## src/cmp_pkg.sv

```systemverilog
package cmp_pkg;

	localparam int unsigned XLEN = 32;
	localparam int unsigned EXC_NUM_W = 6;
	localparam int unsigned TICK_W = 24;
	localparam int unsigned MPU_MAX_REGIONS = 8;

	localparam logic [31:0] BOOT_SP_ADDR = 32'h0000_0000;
	localparam logic [31:0] BOOT_PC_ADDR = 32'h0000_0004;
	localparam logic [31:0] STACK_WORD = 32'h0000_0004;
	localparam logic [31:0] WORD_ZERO = 32'h0000_0000;

	localparam logic [1:0] CONTROL_RESET = 2'h0;
	localparam logic PRIORITY_MASK_REG_RESET = 1'b0;
	localparam logic [EXC_NUM_W-1:0] EXC_NUM_RESET = 6'h00;
	localparam logic [3:0] FLAGS_RESET = 4'h0;

	localparam int unsigned CTRL_NPRIV_BIT = 0;
	localparam int unsigned CTRL_SPSEL_BIT = 1;
	localparam int unsigned PRIORITY_MASK_REG_BIT = 0;
	localparam int unsigned FLAGS_LSB = 28;
	localparam int unsigned TICK_FLAG_BIT = 16;
	localparam int unsigned TICK_EN_BIT = 0;

	localparam logic [3:0] GPR_SP_IDX = 4'hd;
	localparam logic [3:0] GPR_PC_IDX = 4'hf;

	localparam logic [1:0] TICK_CTRL_OFS = 2'h0;
	localparam logic [1:0] TICK_RELOAD_OFS = 2'h1;
	localparam logic [1:0] TICK_CURRENT_OFS = 2'h2;

	typedef enum logic [3:0]
	{
		SR_CONDITION_FLAGS_REG,
		SR_ACTIVE_EXCEPTION_NUMBER,
		SR_EXECUTION_STATE_REG,
		SR_PSR,
		SR_IEPSR,
		SR_IAPSR,
		SR_EAPSR,
		SR_MSP,
		SR_PSP,
		SR_PRIORITY_MASK_REG,
		SR_CONTROL
	} cmp_sreg_type;

	typedef enum logic [1:0]
	{
		PR_TICK,
		PR_INTC,
		PR_SYSCTL,
		PR_NONE
	} cmp_periph_type;

endpackage

```

## src/cmp_tick_timer.sv

```systemverilog
`timescale 1ns/1ps
`default_nettype none

module cmp_tick_timer
	import cmp_pkg::*;
#(
	parameter int unsigned WIDTH = TICK_W
)
(
	input wire logic sys_clk,
	input wire logic reset,
	input wire logic wr_en,
	input wire logic rd_en,
	input wire logic [1:0] ofs,
	input wire logic [31:0] wdata,
	output logic [31:0] rdata_r,
	output logic tick_event
);

	logic enable_r;
	logic flag_r;
	logic [WIDTH-1:0] reload_r;
	logic [WIDTH-1:0] current_r;
	logic wrap;

	assign wrap = enable_r && (current_r == '0);
	assign tick_event = wrap;

	// Down counter; reaching zero reloads on the next edge.
	always_ff @(posedge sys_clk)
	begin
		if (reset)
			current_r <= '0;
		else if (wr_en && ofs == TICK_CURRENT_OFS)
			current_r <= '0;
		else if (wrap)
			current_r <= reload_r;
		else if (enable_r)
			current_r <= current_r - 1'b1;
	end

	always_ff @(posedge sys_clk)
	begin
		if (reset)
		begin
			enable_r <= 1'b0;
			reload_r <= '0;
		end
		else if (wr_en && ofs == TICK_CTRL_OFS)
			enable_r <= wdata[TICK_EN_BIT];
		else if (wr_en && ofs == TICK_RELOAD_OFS)
			reload_r <= wdata[WIDTH-1:0];
	end

	// A wrap in the same cycle as the clearing read keeps the flag set.
	always_ff @(posedge sys_clk)
	begin
		if (reset)
			flag_r <= 1'b0;
		else if (wrap)
			flag_r <= 1'b1;
		else if (rd_en && ofs == TICK_CTRL_OFS)
			flag_r <= 1'b0;
	end

	always_ff @(posedge sys_clk)
	begin
		if (reset)
			rdata_r <= WORD_ZERO;
		else if (rd_en)
		begin
			case (ofs)
				TICK_CTRL_OFS: rdata_r <= (32'(flag_r) << TICK_FLAG_BIT) | 32'(enable_r);
				TICK_RELOAD_OFS: rdata_r <= 32'(reload_r);
				TICK_CURRENT_OFS: rdata_r <= 32'(current_r);
				default: rdata_r <= WORD_ZERO;
			endcase
		end
	end

endmodule

`default_nettype wire

```

## src/cmp_core_state.sv

```systemverilog
`timescale 1ns/1ps
`default_nettype none

module cmp_core_state
	import cmp_pkg::*;
#(
	parameter int unsigned MPU_REGIONS = MPU_MAX_REGIONS
)
(
	input wire logic sys_clk,
	input wire logic reset,
	output logic mem_re,
	output logic mem_we,
	output logic [31:0] mem_addr_r,
	output logic [31:0] mem_wdata_r,
	input wire logic [31:0] mem_rdata,
	input wire logic mem_ready,
	output logic core_ready,
	input wire logic gpr_we,
	input wire logic [3:0] gpr_widx,
	input wire logic [31:0] gpr_wdata,
	input wire logic [3:0] gpr_ridx,
	output logic [31:0] gpr_rdata_r,
	input wire logic sreg_we,
	input wire logic sreg_re,
	input wire cmp_sreg_type sreg_sel,
	input wire logic [31:0] sreg_wdata,
	output logic [31:0] sreg_rdata_r,
	input wire logic flags_we,
	input wire logic [3:0] flags_val,
	input wire logic exec_state_we,
	input wire logic exec_state_val,
	input wire logic cps_req,
	input wire logic cps_disable,
	input wire logic exc_enter,
	input wire logic [EXC_NUM_W-1:0] exc_num,
	input wire logic exc_finish_all,
	input wire logic svc_exec,
	output logic svc_call_r,
	input wire logic push_req,
	input wire logic [31:0] push_data,
	output logic push_busy,
	input wire logic periph_req,
	input wire logic periph_we,
	input wire cmp_periph_type periph_region,
	input wire logic [1:0] periph_ofs,
	input wire logic [31:0] periph_wdata,
	output logic periph_grant,
	output logic periph_fault,
	output logic [31:0] periph_rdata,
	output logic tick_event,
	output logic handler_mode,
	output logic priv_level,
	output logic [31:0] active_stack_pointer,
	output logic [EXC_NUM_W-1:0] active_exception_number,
	output logic priority_mask,
	output logic exec_state_bit,
	output logic [3:0] mpu_region_count
);

	typedef enum logic [1:0]
	{
		ST_BOOT_SP,
		ST_BOOT_PC,
		ST_RUN,
		ST_PUSH
	} cmp_state_type;

	cmp_state_type state_r;
	logic [31:0] main_stack_pointer_r;
	logic [31:0] process_stack_pointer_r;
	logic [31:0] gpr_r [0:15];
	logic [1:0] control_r;
	logic priority_mask_reg_r;
	logic [EXC_NUM_W-1:0] exc_num_r;
	logic [3:0] flags_r;
	logic t_bit_r;
	logic use_psp;
	logic push_go;
	logic [31:0] push_sp_nxt;
	logic sp_gpr_wr;
	logic sreg_priv_wr;
	logic tick_wr;
	logic tick_rd;

	localparam int unsigned MPU_EFF = (MPU_REGIONS > MPU_MAX_REGIONS) ? MPU_MAX_REGIONS
		: MPU_REGIONS;

	function automatic logic [31:0] align_word(input logic [31:0] v);
		align_word = {v[31:2], 2'b00};
	endfunction

	function automatic logic sel_has_flags(input cmp_sreg_type s);
		sel_has_flags = (s == SR_CONDITION_FLAGS_REG) || (s == SR_PSR) || (s == SR_IAPSR) || (s == SR_EAPSR);
	endfunction

	function automatic logic sel_has_exc(input cmp_sreg_type s);
		sel_has_exc = (s == SR_ACTIVE_EXCEPTION_NUMBER) || (s == SR_PSR) || (s == SR_IEPSR) || (s == SR_IAPSR);
	endfunction

	assign mpu_region_count = 4'(MPU_EFF);

	assign handler_mode = (exc_num_r != EXC_NUM_RESET);
	assign priv_level = handler_mode || !control_r[CTRL_NPRIV_BIT];
	assign use_psp = !handler_mode && control_r[CTRL_SPSEL_BIT];
	assign active_stack_pointer = use_psp ? process_stack_pointer_r
		: main_stack_pointer_r;
	assign active_exception_number = exc_num_r;
	assign priority_mask = priority_mask_reg_r;
	assign exec_state_bit = t_bit_r;
	assign core_ready = (state_r == ST_RUN);
	assign push_busy = (state_r != ST_RUN);
	assign push_go = (state_r == ST_RUN) && push_req;
	assign push_sp_nxt = active_stack_pointer - STACK_WORD;
	assign mem_re = (state_r == ST_BOOT_SP) || (state_r == ST_BOOT_PC);
	assign mem_we = (state_r == ST_PUSH);
	assign sp_gpr_wr = gpr_we && (gpr_widx == GPR_SP_IDX);
	assign sreg_priv_wr = sreg_we && priv_level;

	// Supervisor call is honoured at any privilege level.
	always_ff @(posedge sys_clk)
	begin
		if (reset)
			svc_call_r <= 1'b0;
		else
			svc_call_r <= svc_exec && (state_r == ST_RUN);
	end

	always_ff @(posedge sys_clk)
	begin
		if (reset)
		begin
			state_r <= ST_BOOT_SP;
			mem_addr_r <= BOOT_SP_ADDR;
			mem_wdata_r <= WORD_ZERO;
		end
		else
		begin
			case (state_r)
				ST_BOOT_SP:
					if (mem_ready)
					begin
						state_r <= ST_BOOT_PC;
						mem_addr_r <= BOOT_PC_ADDR;
					end
				ST_BOOT_PC:
					if (mem_ready)
						state_r <= ST_RUN;
				ST_RUN:
					if (push_go)
					begin
						state_r <= ST_PUSH;
						mem_addr_r <= push_sp_nxt;
						mem_wdata_r <= push_data;
					end
				ST_PUSH:
					if (mem_ready)
						state_r <= ST_RUN;
				default:
					state_r <= ST_BOOT_SP;
			endcase
		end
	end

	// A push owns the stack pointer in its cycle; a same-cycle register write to it is lost.
	always_ff @(posedge sys_clk)
	begin
		if (reset)
			main_stack_pointer_r <= WORD_ZERO;
		else if (state_r == ST_BOOT_SP && mem_ready)
			main_stack_pointer_r <= align_word(mem_rdata);
		else if (push_go && !use_psp)
			main_stack_pointer_r <= push_sp_nxt;
		else if (sp_gpr_wr && !use_psp)
			main_stack_pointer_r <= align_word(gpr_wdata);
		else if (sreg_priv_wr && sreg_sel == SR_MSP)
			main_stack_pointer_r <= align_word(sreg_wdata);
	end

	// The process stack pointer has no defined reset value, so it is left unreset.
	always_ff @(posedge sys_clk)
	begin
		if (push_go && use_psp)
			process_stack_pointer_r <= push_sp_nxt;
		else if (sp_gpr_wr && use_psp)
			process_stack_pointer_r <= align_word(gpr_wdata);
		else if (sreg_priv_wr && sreg_sel == SR_PSP)
			process_stack_pointer_r <= align_word(sreg_wdata);
	end

	always_ff @(posedge sys_clk)
	begin
		if (state_r == ST_BOOT_PC && mem_ready)
			gpr_r[GPR_PC_IDX] <= {mem_rdata[31:1], 1'b0};
		else if (gpr_we && gpr_widx != GPR_SP_IDX)
			gpr_r[gpr_widx] <= gpr_wdata;
	end

	always_ff @(posedge sys_clk)
	begin
		if (reset)
			gpr_rdata_r <= WORD_ZERO;
		else if (gpr_ridx == GPR_SP_IDX)
			gpr_rdata_r <= active_stack_pointer;
		else
			gpr_rdata_r <= gpr_r[gpr_ridx];
	end

	always_ff @(posedge sys_clk)
	begin
		if (reset)
			t_bit_r <= 1'b0;
		else if (state_r == ST_BOOT_PC && mem_ready)
			t_bit_r <= mem_rdata[0];
		else if (exec_state_we)
			t_bit_r <= exec_state_val;
	end

	always_ff @(posedge sys_clk)
	begin
		if (reset)
			control_r <= CONTROL_RESET;
		else if (sreg_priv_wr && sreg_sel == SR_CONTROL)
			control_r <= sreg_wdata[1:0];
	end

	// Mask changes from unprivileged code are dropped silently.
	always_ff @(posedge sys_clk)
	begin
		if (reset)
			priority_mask_reg_r <= PRIORITY_MASK_REG_RESET;
		else if (cps_req && priv_level)
			priority_mask_reg_r <= cps_disable;
		else if (sreg_priv_wr && sreg_sel == SR_PRIORITY_MASK_REG)
			priority_mask_reg_r <= sreg_wdata[PRIORITY_MASK_REG_BIT];
	end

	// Entry wins over a same-cycle finish, since a new exception keeps handler mode alive.
	always_ff @(posedge sys_clk)
	begin
		if (reset)
			exc_num_r <= EXC_NUM_RESET;
		else if (exc_enter && exc_num != EXC_NUM_RESET)
			exc_num_r <= exc_num;
		else if (exc_finish_all)
			exc_num_r <= EXC_NUM_RESET;
	end

	always_ff @(posedge sys_clk)
	begin
		if (reset)
			flags_r <= FLAGS_RESET;
		else if (flags_we)
			flags_r <= flags_val;
		else if (sreg_we && sel_has_flags(sreg_sel))
			flags_r <= sreg_wdata[31:FLAGS_LSB];
	end

	// Execution state always reads as zero; exception number is never writable here.
	always_ff @(posedge sys_clk)
	begin
		if (reset)
			sreg_rdata_r <= WORD_ZERO;
		else if (sreg_re)
		begin
			sreg_rdata_r <= WORD_ZERO;
			if (sel_has_flags(sreg_sel))
				sreg_rdata_r[31:FLAGS_LSB] <= flags_r;
			if (sel_has_exc(sreg_sel))
				sreg_rdata_r[EXC_NUM_W-1:0] <= exc_num_r;
			if (sreg_sel == SR_CONTROL)
				sreg_rdata_r[1:0] <= control_r;
			if (priv_level && sreg_sel == SR_PRIORITY_MASK_REG)
				sreg_rdata_r[PRIORITY_MASK_REG_BIT] <= priority_mask_reg_r;
			if (priv_level && sreg_sel == SR_MSP)
				sreg_rdata_r <= main_stack_pointer_r;
			if (priv_level && sreg_sel == SR_PSP)
				sreg_rdata_r <= process_stack_pointer_r;
		end
	end

	assign periph_grant = periph_req && priv_level && (periph_region != PR_NONE);
	assign periph_fault = periph_req && !priv_level && (periph_region != PR_NONE);
	assign tick_wr = periph_grant && periph_we && (periph_region == PR_TICK);
	assign tick_rd = periph_grant && !periph_we && (periph_region == PR_TICK);

	cmp_tick_timer #(
		.WIDTH(TICK_W)
	) u_tick (
		.sys_clk(sys_clk),
		.reset(reset),
		.wr_en(tick_wr),
		.rd_en(tick_rd),
		.ofs(periph_ofs),
		.wdata(periph_wdata),
		.rdata_r(periph_rdata),
		.tick_event(tick_event)
	);

	a_reset_clears: assert property (@(posedge sys_clk) disable iff (reset)
		$past(reset) |-> (exc_num_r == EXC_NUM_RESET) && (control_r == CONTROL_RESET)
			&& !priority_mask_reg_r && !handler_mode)
		else $error("reset did not clear mode, control and mask");

	a_thread_exit: assert property (@(posedge sys_clk) disable iff (reset)
		exc_finish_all && !exc_enter |=> !handler_mode && priv_level == !control_r[0])
		else $error("finishing exceptions did not return to thread mode");

	a_handler_priv: assert property (@(posedge sys_clk) disable iff (reset)
		handler_mode |-> priv_level && periph_grant == (periph_req && periph_region != PR_NONE))
		else $error("handler mode lost privilege");

	a_ctrl_guard: assert property (@(posedge sys_clk) disable iff (reset)
		sreg_we && sreg_sel == SR_CONTROL && !priv_level |=> $stable(control_r))
		else $error("unprivileged write changed control");

	a_periph_block: assert property (@(posedge sys_clk) disable iff (reset)
		periph_req && !priv_level && periph_region == PR_TICK |-> periph_fault && !tick_wr)
		else $error("unprivileged peripheral access not blocked");

	a_cps_unpriv: assert property (@(posedge sys_clk) disable iff (reset)
		cps_req && !priv_level |=> priority_mask_reg_r == $past(priority_mask_reg_r))
		else $error("unprivileged state change masked interrupts");

	a_svc_call: assert property (@(posedge sys_clk) disable iff (reset)
		svc_exec && core_ready && !priv_level |=> svc_call_r)
		else $error("supervisor call not raised");

	a_push_order: assert property (@(posedge sys_clk) disable iff (reset)
		push_go |=> mem_we && (mem_addr_r == $past(active_stack_pointer) - STACK_WORD)
			&& (mem_addr_r == active_stack_pointer || $past(use_psp) != use_psp))
		else $error("push did not decrement before writing");

	a_handler_msp: assert property (@(posedge sys_clk) disable iff (reset)
		handler_mode |-> active_stack_pointer == main_stack_pointer_r)
		else $error("handler mode not on main stack");

	a_boot_sp: assert property (@(posedge sys_clk) disable iff (reset)
		state_r == ST_BOOT_SP && mem_ready |=> main_stack_pointer_r
			== ($past(mem_rdata) & ~32'h0000_0003) && mem_addr_r == BOOT_PC_ADDR)
		else $error("main stack pointer not loaded from address zero");

	a_boot_pc: assert property (@(posedge sys_clk) disable iff (reset)
		state_r == ST_BOOT_PC && mem_ready |=> core_ready && t_bit_r == $past(mem_rdata[0]))
		else $error("reset vector not loaded");

endmodule

`default_nettype wire

```

## config.mk

```make
export PLATFORM = sky130hd
export DESIGN_NAME = cmp_core_state
export DESIGN_NICKNAME = d
export VERILOG_FILES = /design/src/cmp_pkg.sv /design/src/cmp_tick_timer.sv /design/src/cmp_core_state.sv
export SDC_FILE = /design/constraint.sdc
export NUM_CORES = 1
export LEC_CHECK = 0
export BUFFER_PORTS_ARGS = -buffer_cell sky130_fd_sc_hd__buf_2
export CORE_UTILIZATION = 38
export DETAILED_ROUTE_END_ITERATION = 7
export PLACE_DENSITY = 0.59
export SETUP_SLACK_MARGIN = 0.5
export SLEW_MARGIN = 20
export SYNTH_ARGS = -nofsm -noshare
export SYNTH_HDL_FRONTEND = slang
export SYNTH_SLANG_ARGS = --single-unit
export TNS_END_PERCENT = 10
```

## constraint.sdc

```tcl
create_clock -name sys_clk -period 8.1 [get_ports sys_clk]
set_clock_uncertainty 0.05 [all_clocks]
set_input_delay 0.405 -clock sys_clk [delete_from_list [all_inputs] [get_ports sys_clk]]
set_output_delay 0.405 -clock sys_clk [all_outputs]
set_load 0.01 [all_outputs]
```

==> flow_metrics.tcl <==
set metrics [dict create \
    status "complete, no violations" \
    crit_family "simple AND/OR/NAND/NOR gates" \
    cp-start-kind "flip-flop" \
    cts_tree "built" \
    layout-drive-gt1-share_pct 27.8 \
    post_dp_cell_area_mm2 0.0359 \
    critPathCaptureType "flip-flop" \
    die-area_mm2 0.0871 \
    grt_remaining_overflow 0 \
    critical_path_arrival_ns 5.28 \
    max_cap_viol_count 0 \
    grt_pass1_vias 23300 \
    final_cells 4151 \
    dp.cells 3928 \
    viasPerCell 5.76 \
    slowest_stage "nor4_4" \
    wl_um 111000 \
    p_leak_nw 14.1 \
    io_pins 417 \
    swShare_pct 25.3 \
    max_freq_mhz 209 \
    grt_pass1_wl_um 159000 \
    clk_pin_slew_worst_paths_ns 0.06 \
    dr.first_iter.drc_count 2692 \
    die_h_um 295 \
    postSynthAreaPerCell_um2 13.1 \
    p_clk_share_pct 41.6 \
    synth_area_leaders "edfxtp_1, dfxtp_1, mux4_2" \
    post_cts_resized 0 \
    power.internal_mw 6.87 \
    ys_seq_area_share_pct 62.5 \
    place.gp.congestion 0.955 \
    ant_nets 0 \
    clock_path_buffers 3 \
    clk_latency_ns 0.65 \
    syn_inst 2501 \
    port_buffers 396 \
    wl_per_cell_um 26.7 \
    hold_class "in2reg" \
    p_seq_share_pct 47.6 \
    peakVddDrop_uv 159 \
    yosys_warnings 0 \
    hold_ws_ns 0.0310 \
    switchingPower_mw 2.32 \
    htree_num_levels 3 \
    hold_buffers 69 \
    critPathRequiredTime_ns 8.59 \
    cts_buffers 82 \
    fin_area_mm2 0.0394 \
    power.total_mw 9.19 \
    drc 0 \
    rsz0062_at_grt "no" \
    vias 23900 \
    cpPeakStageDelay_ns 0.62 \
    synthArstFlopShare_pct 0 \
    synth.distinct_cells 79 \
    crit_buf_inv 1 \
    synthToLayoutAreaGrowth_pct 20.7 \
    synthFlopType "edfxtp_1" \
    power_density_mw_per_mm2 233 \
    slew_viol_final 0 \
    synth-edff-count 512 \
    hold_viol_final 0 \
    synth.most_common_cell "edfxtp_1" \
    pwr-share-comb_pct 10.9 \
    design.core.area_mm2 0.0851 \
    ys_seq_elements 763 \
    num_rows 107 \
    cts_setup_buffers 0 \
    yosys.area.top_type "edfxtp_1" \
    cp_cell_sequence "nor4_4 > and3_2 > buf_4 > mux2i_1 > ha_1 > or3b_2 > nor3b_1 > mux2_2 > nand2_2 > nor3_1 > xnor2_1 > a2111oi_1" \
    netlist_area_mm2 0.0326 \
    synth_top_cells_by_count "edfxtp_1, nand2_1, dfxtp_1" \
    antenna_found_initial 10 \
    final_nets 3142 \
    grtUsageTotal_pct 25.0 \
    relSlewSlack_pct 19.0 \
    clock-sinks 763 \
    dp_hpwl_um 72900 \
    period_minus_slack_ns 4.79 \
    setup_violations 0 \
    firstDrtPassIters 6 \
    clock-root-buffer "clkbuf_16" \
    path_class "reg2reg" \
    post-route-period-util_pct 59.2 \
    crit_fanout 38 \
    worst_pin_slew_ns 1.18 \
    start_util_pct 38.3 \
    grt_max_degree 79 \
    die_w_um 295 \
    fin_setup_tns_ns 0 \
    synth_top_area_share_pct 47.1 \
]
[registers in the layout, summed over array words and instances (netlist names), 24 cells and up]
register,count
gpr_r,480
gpr_rdata_r,32
main_stack_pointer_r,32
mem_addr_r,32
mem_wdata_r,32
process_stack_pointer_r,32
sreg_rdata_r,32
u_tick.current_r,24
u_tick.rdata_r,24
u_tick.reload_r,24
[metrics by stage]
| step | utilization, % | worst slack [ns] |
|---|---|---|
| after detailed placement | 42.2 | 3.37 |
| final | 46.3 | 3.31 |
| after global placement | 42.2 | 3.51 |
| after floorplan | - | 3.89 |
| after global routing | 46.3 | 3.02 |
| after CTS | 46.3 | 3.42 |
[layer usage]
metal | routed length, um | share of wire, % | global-route usage, %
met1 | 45400 | 41 | 33.8
met2 | 51500 | 46 | 39.5
met3 | 9950 | 9.0 | 4.98
met4 | 3870 | 3.5 | 9.77
met5 | 41 | 0.037 | 0
[cell usage in the layout, fill, tap and decap left out, drive strengths merged, types with 6 or more instances in the layout]
master       count
and2            20
or4             15
nand2          272
diode            6
o221ai           6
a22oi           72
nand4            6
a31oi           14
nor2           226
mux2            91
nor4            18
dlygate4sd3     69
nand3           37
a21oi          141
nand2b          18
inv             48
a2111oi          8
o21ai           63
mux4           128
conb            12
a211oi          68
buf            452
xnor2           25
xor2            17
clkinv          26
o22a            33
or3             12
o22ai           12
bufinv           8
a221oi          10
and3            12
clkbuf         109
a222oi           8
nor3b            6
dfxtp          251
a311oi          15
mux2i           57
edfxtp         512
nor3            40
[worst reg2reg max path, cell delays in order (launching register included)]
cell       delay, ns
dfxtp_1         0.38
nor4_4          0.62
and3_2          0.29
buf_4           0.48
mux2i_1         0.37
ha_1            0.31
or3b_2          0.54
nor3b_1         0.28
mux2_2          0.29
nand2_2         0.19
nor3_1          0.40
xnor2_1         0.16
a2111oi_1       0.35
[area by class of cell]
| class | instances | area (um2) |
|---|---|---|
| antenna | 6 | 15.0 |
| clock buffer | 109 | 2230 |
| clock inverter | 39 | 514 |
| fill | 7731 | 45700 |
| inverter | 44 | 165 |
| multi-input combinational | 1525 | 11500 |
| sequential | 763 | 20400 |
| tap | 1144 | 1430 |
| timing repair buffer | 521 | 3110 |
[power groups by stage]
stage	registers, mW	clock network (mW)	logic [mW]
floorplan	4.43	0	0.551
global placement	4.45	0	0.941
detailed placement	4.45	0	0.957
CTS	4.37	3.87	0.987
global route	4.38	4.04	1.07
finish	4.37	3.82	0.999
[path summary, 6_finish.rpt]
check                                                to  cells past startpoint  slack [ns]                               startpoint
hold / removal    main_stack_pointer_r[25]$_SDFFE_PP0P_                      3        0.03                            mem_rdata[25]
setup / recovery  main_stack_pointer_r[28]$_SDFFE_PP0P_                     12        3.31  active_exception_number[5]$_SDFFE_PP0P_
hold reg to reg            mem_wdata_r[24]$_SDFFE_PP0P_                      2        0.40             mem_wdata_r[24]$_SDFFE_PP0P_
setup reg to reg  main_stack_pointer_r[28]$_SDFFE_PP0P_                     12        3.31  active_exception_number[5]$_SDFFE_PP0P_
[cell families after synthesis]
kind of cell    after synthesis  share of synthesized area, %
simple gates                708                          9.81
buf+inv                     223                          2.79
mux                         276                          13.7
flops                       763                          62.5
xor+xnor                     42                          1.13
other cells                   2                        0.0230
fa+ha+maj                     2                        0.0766
compound gates              485                          9.98
(Power assumes the default switching activity.)
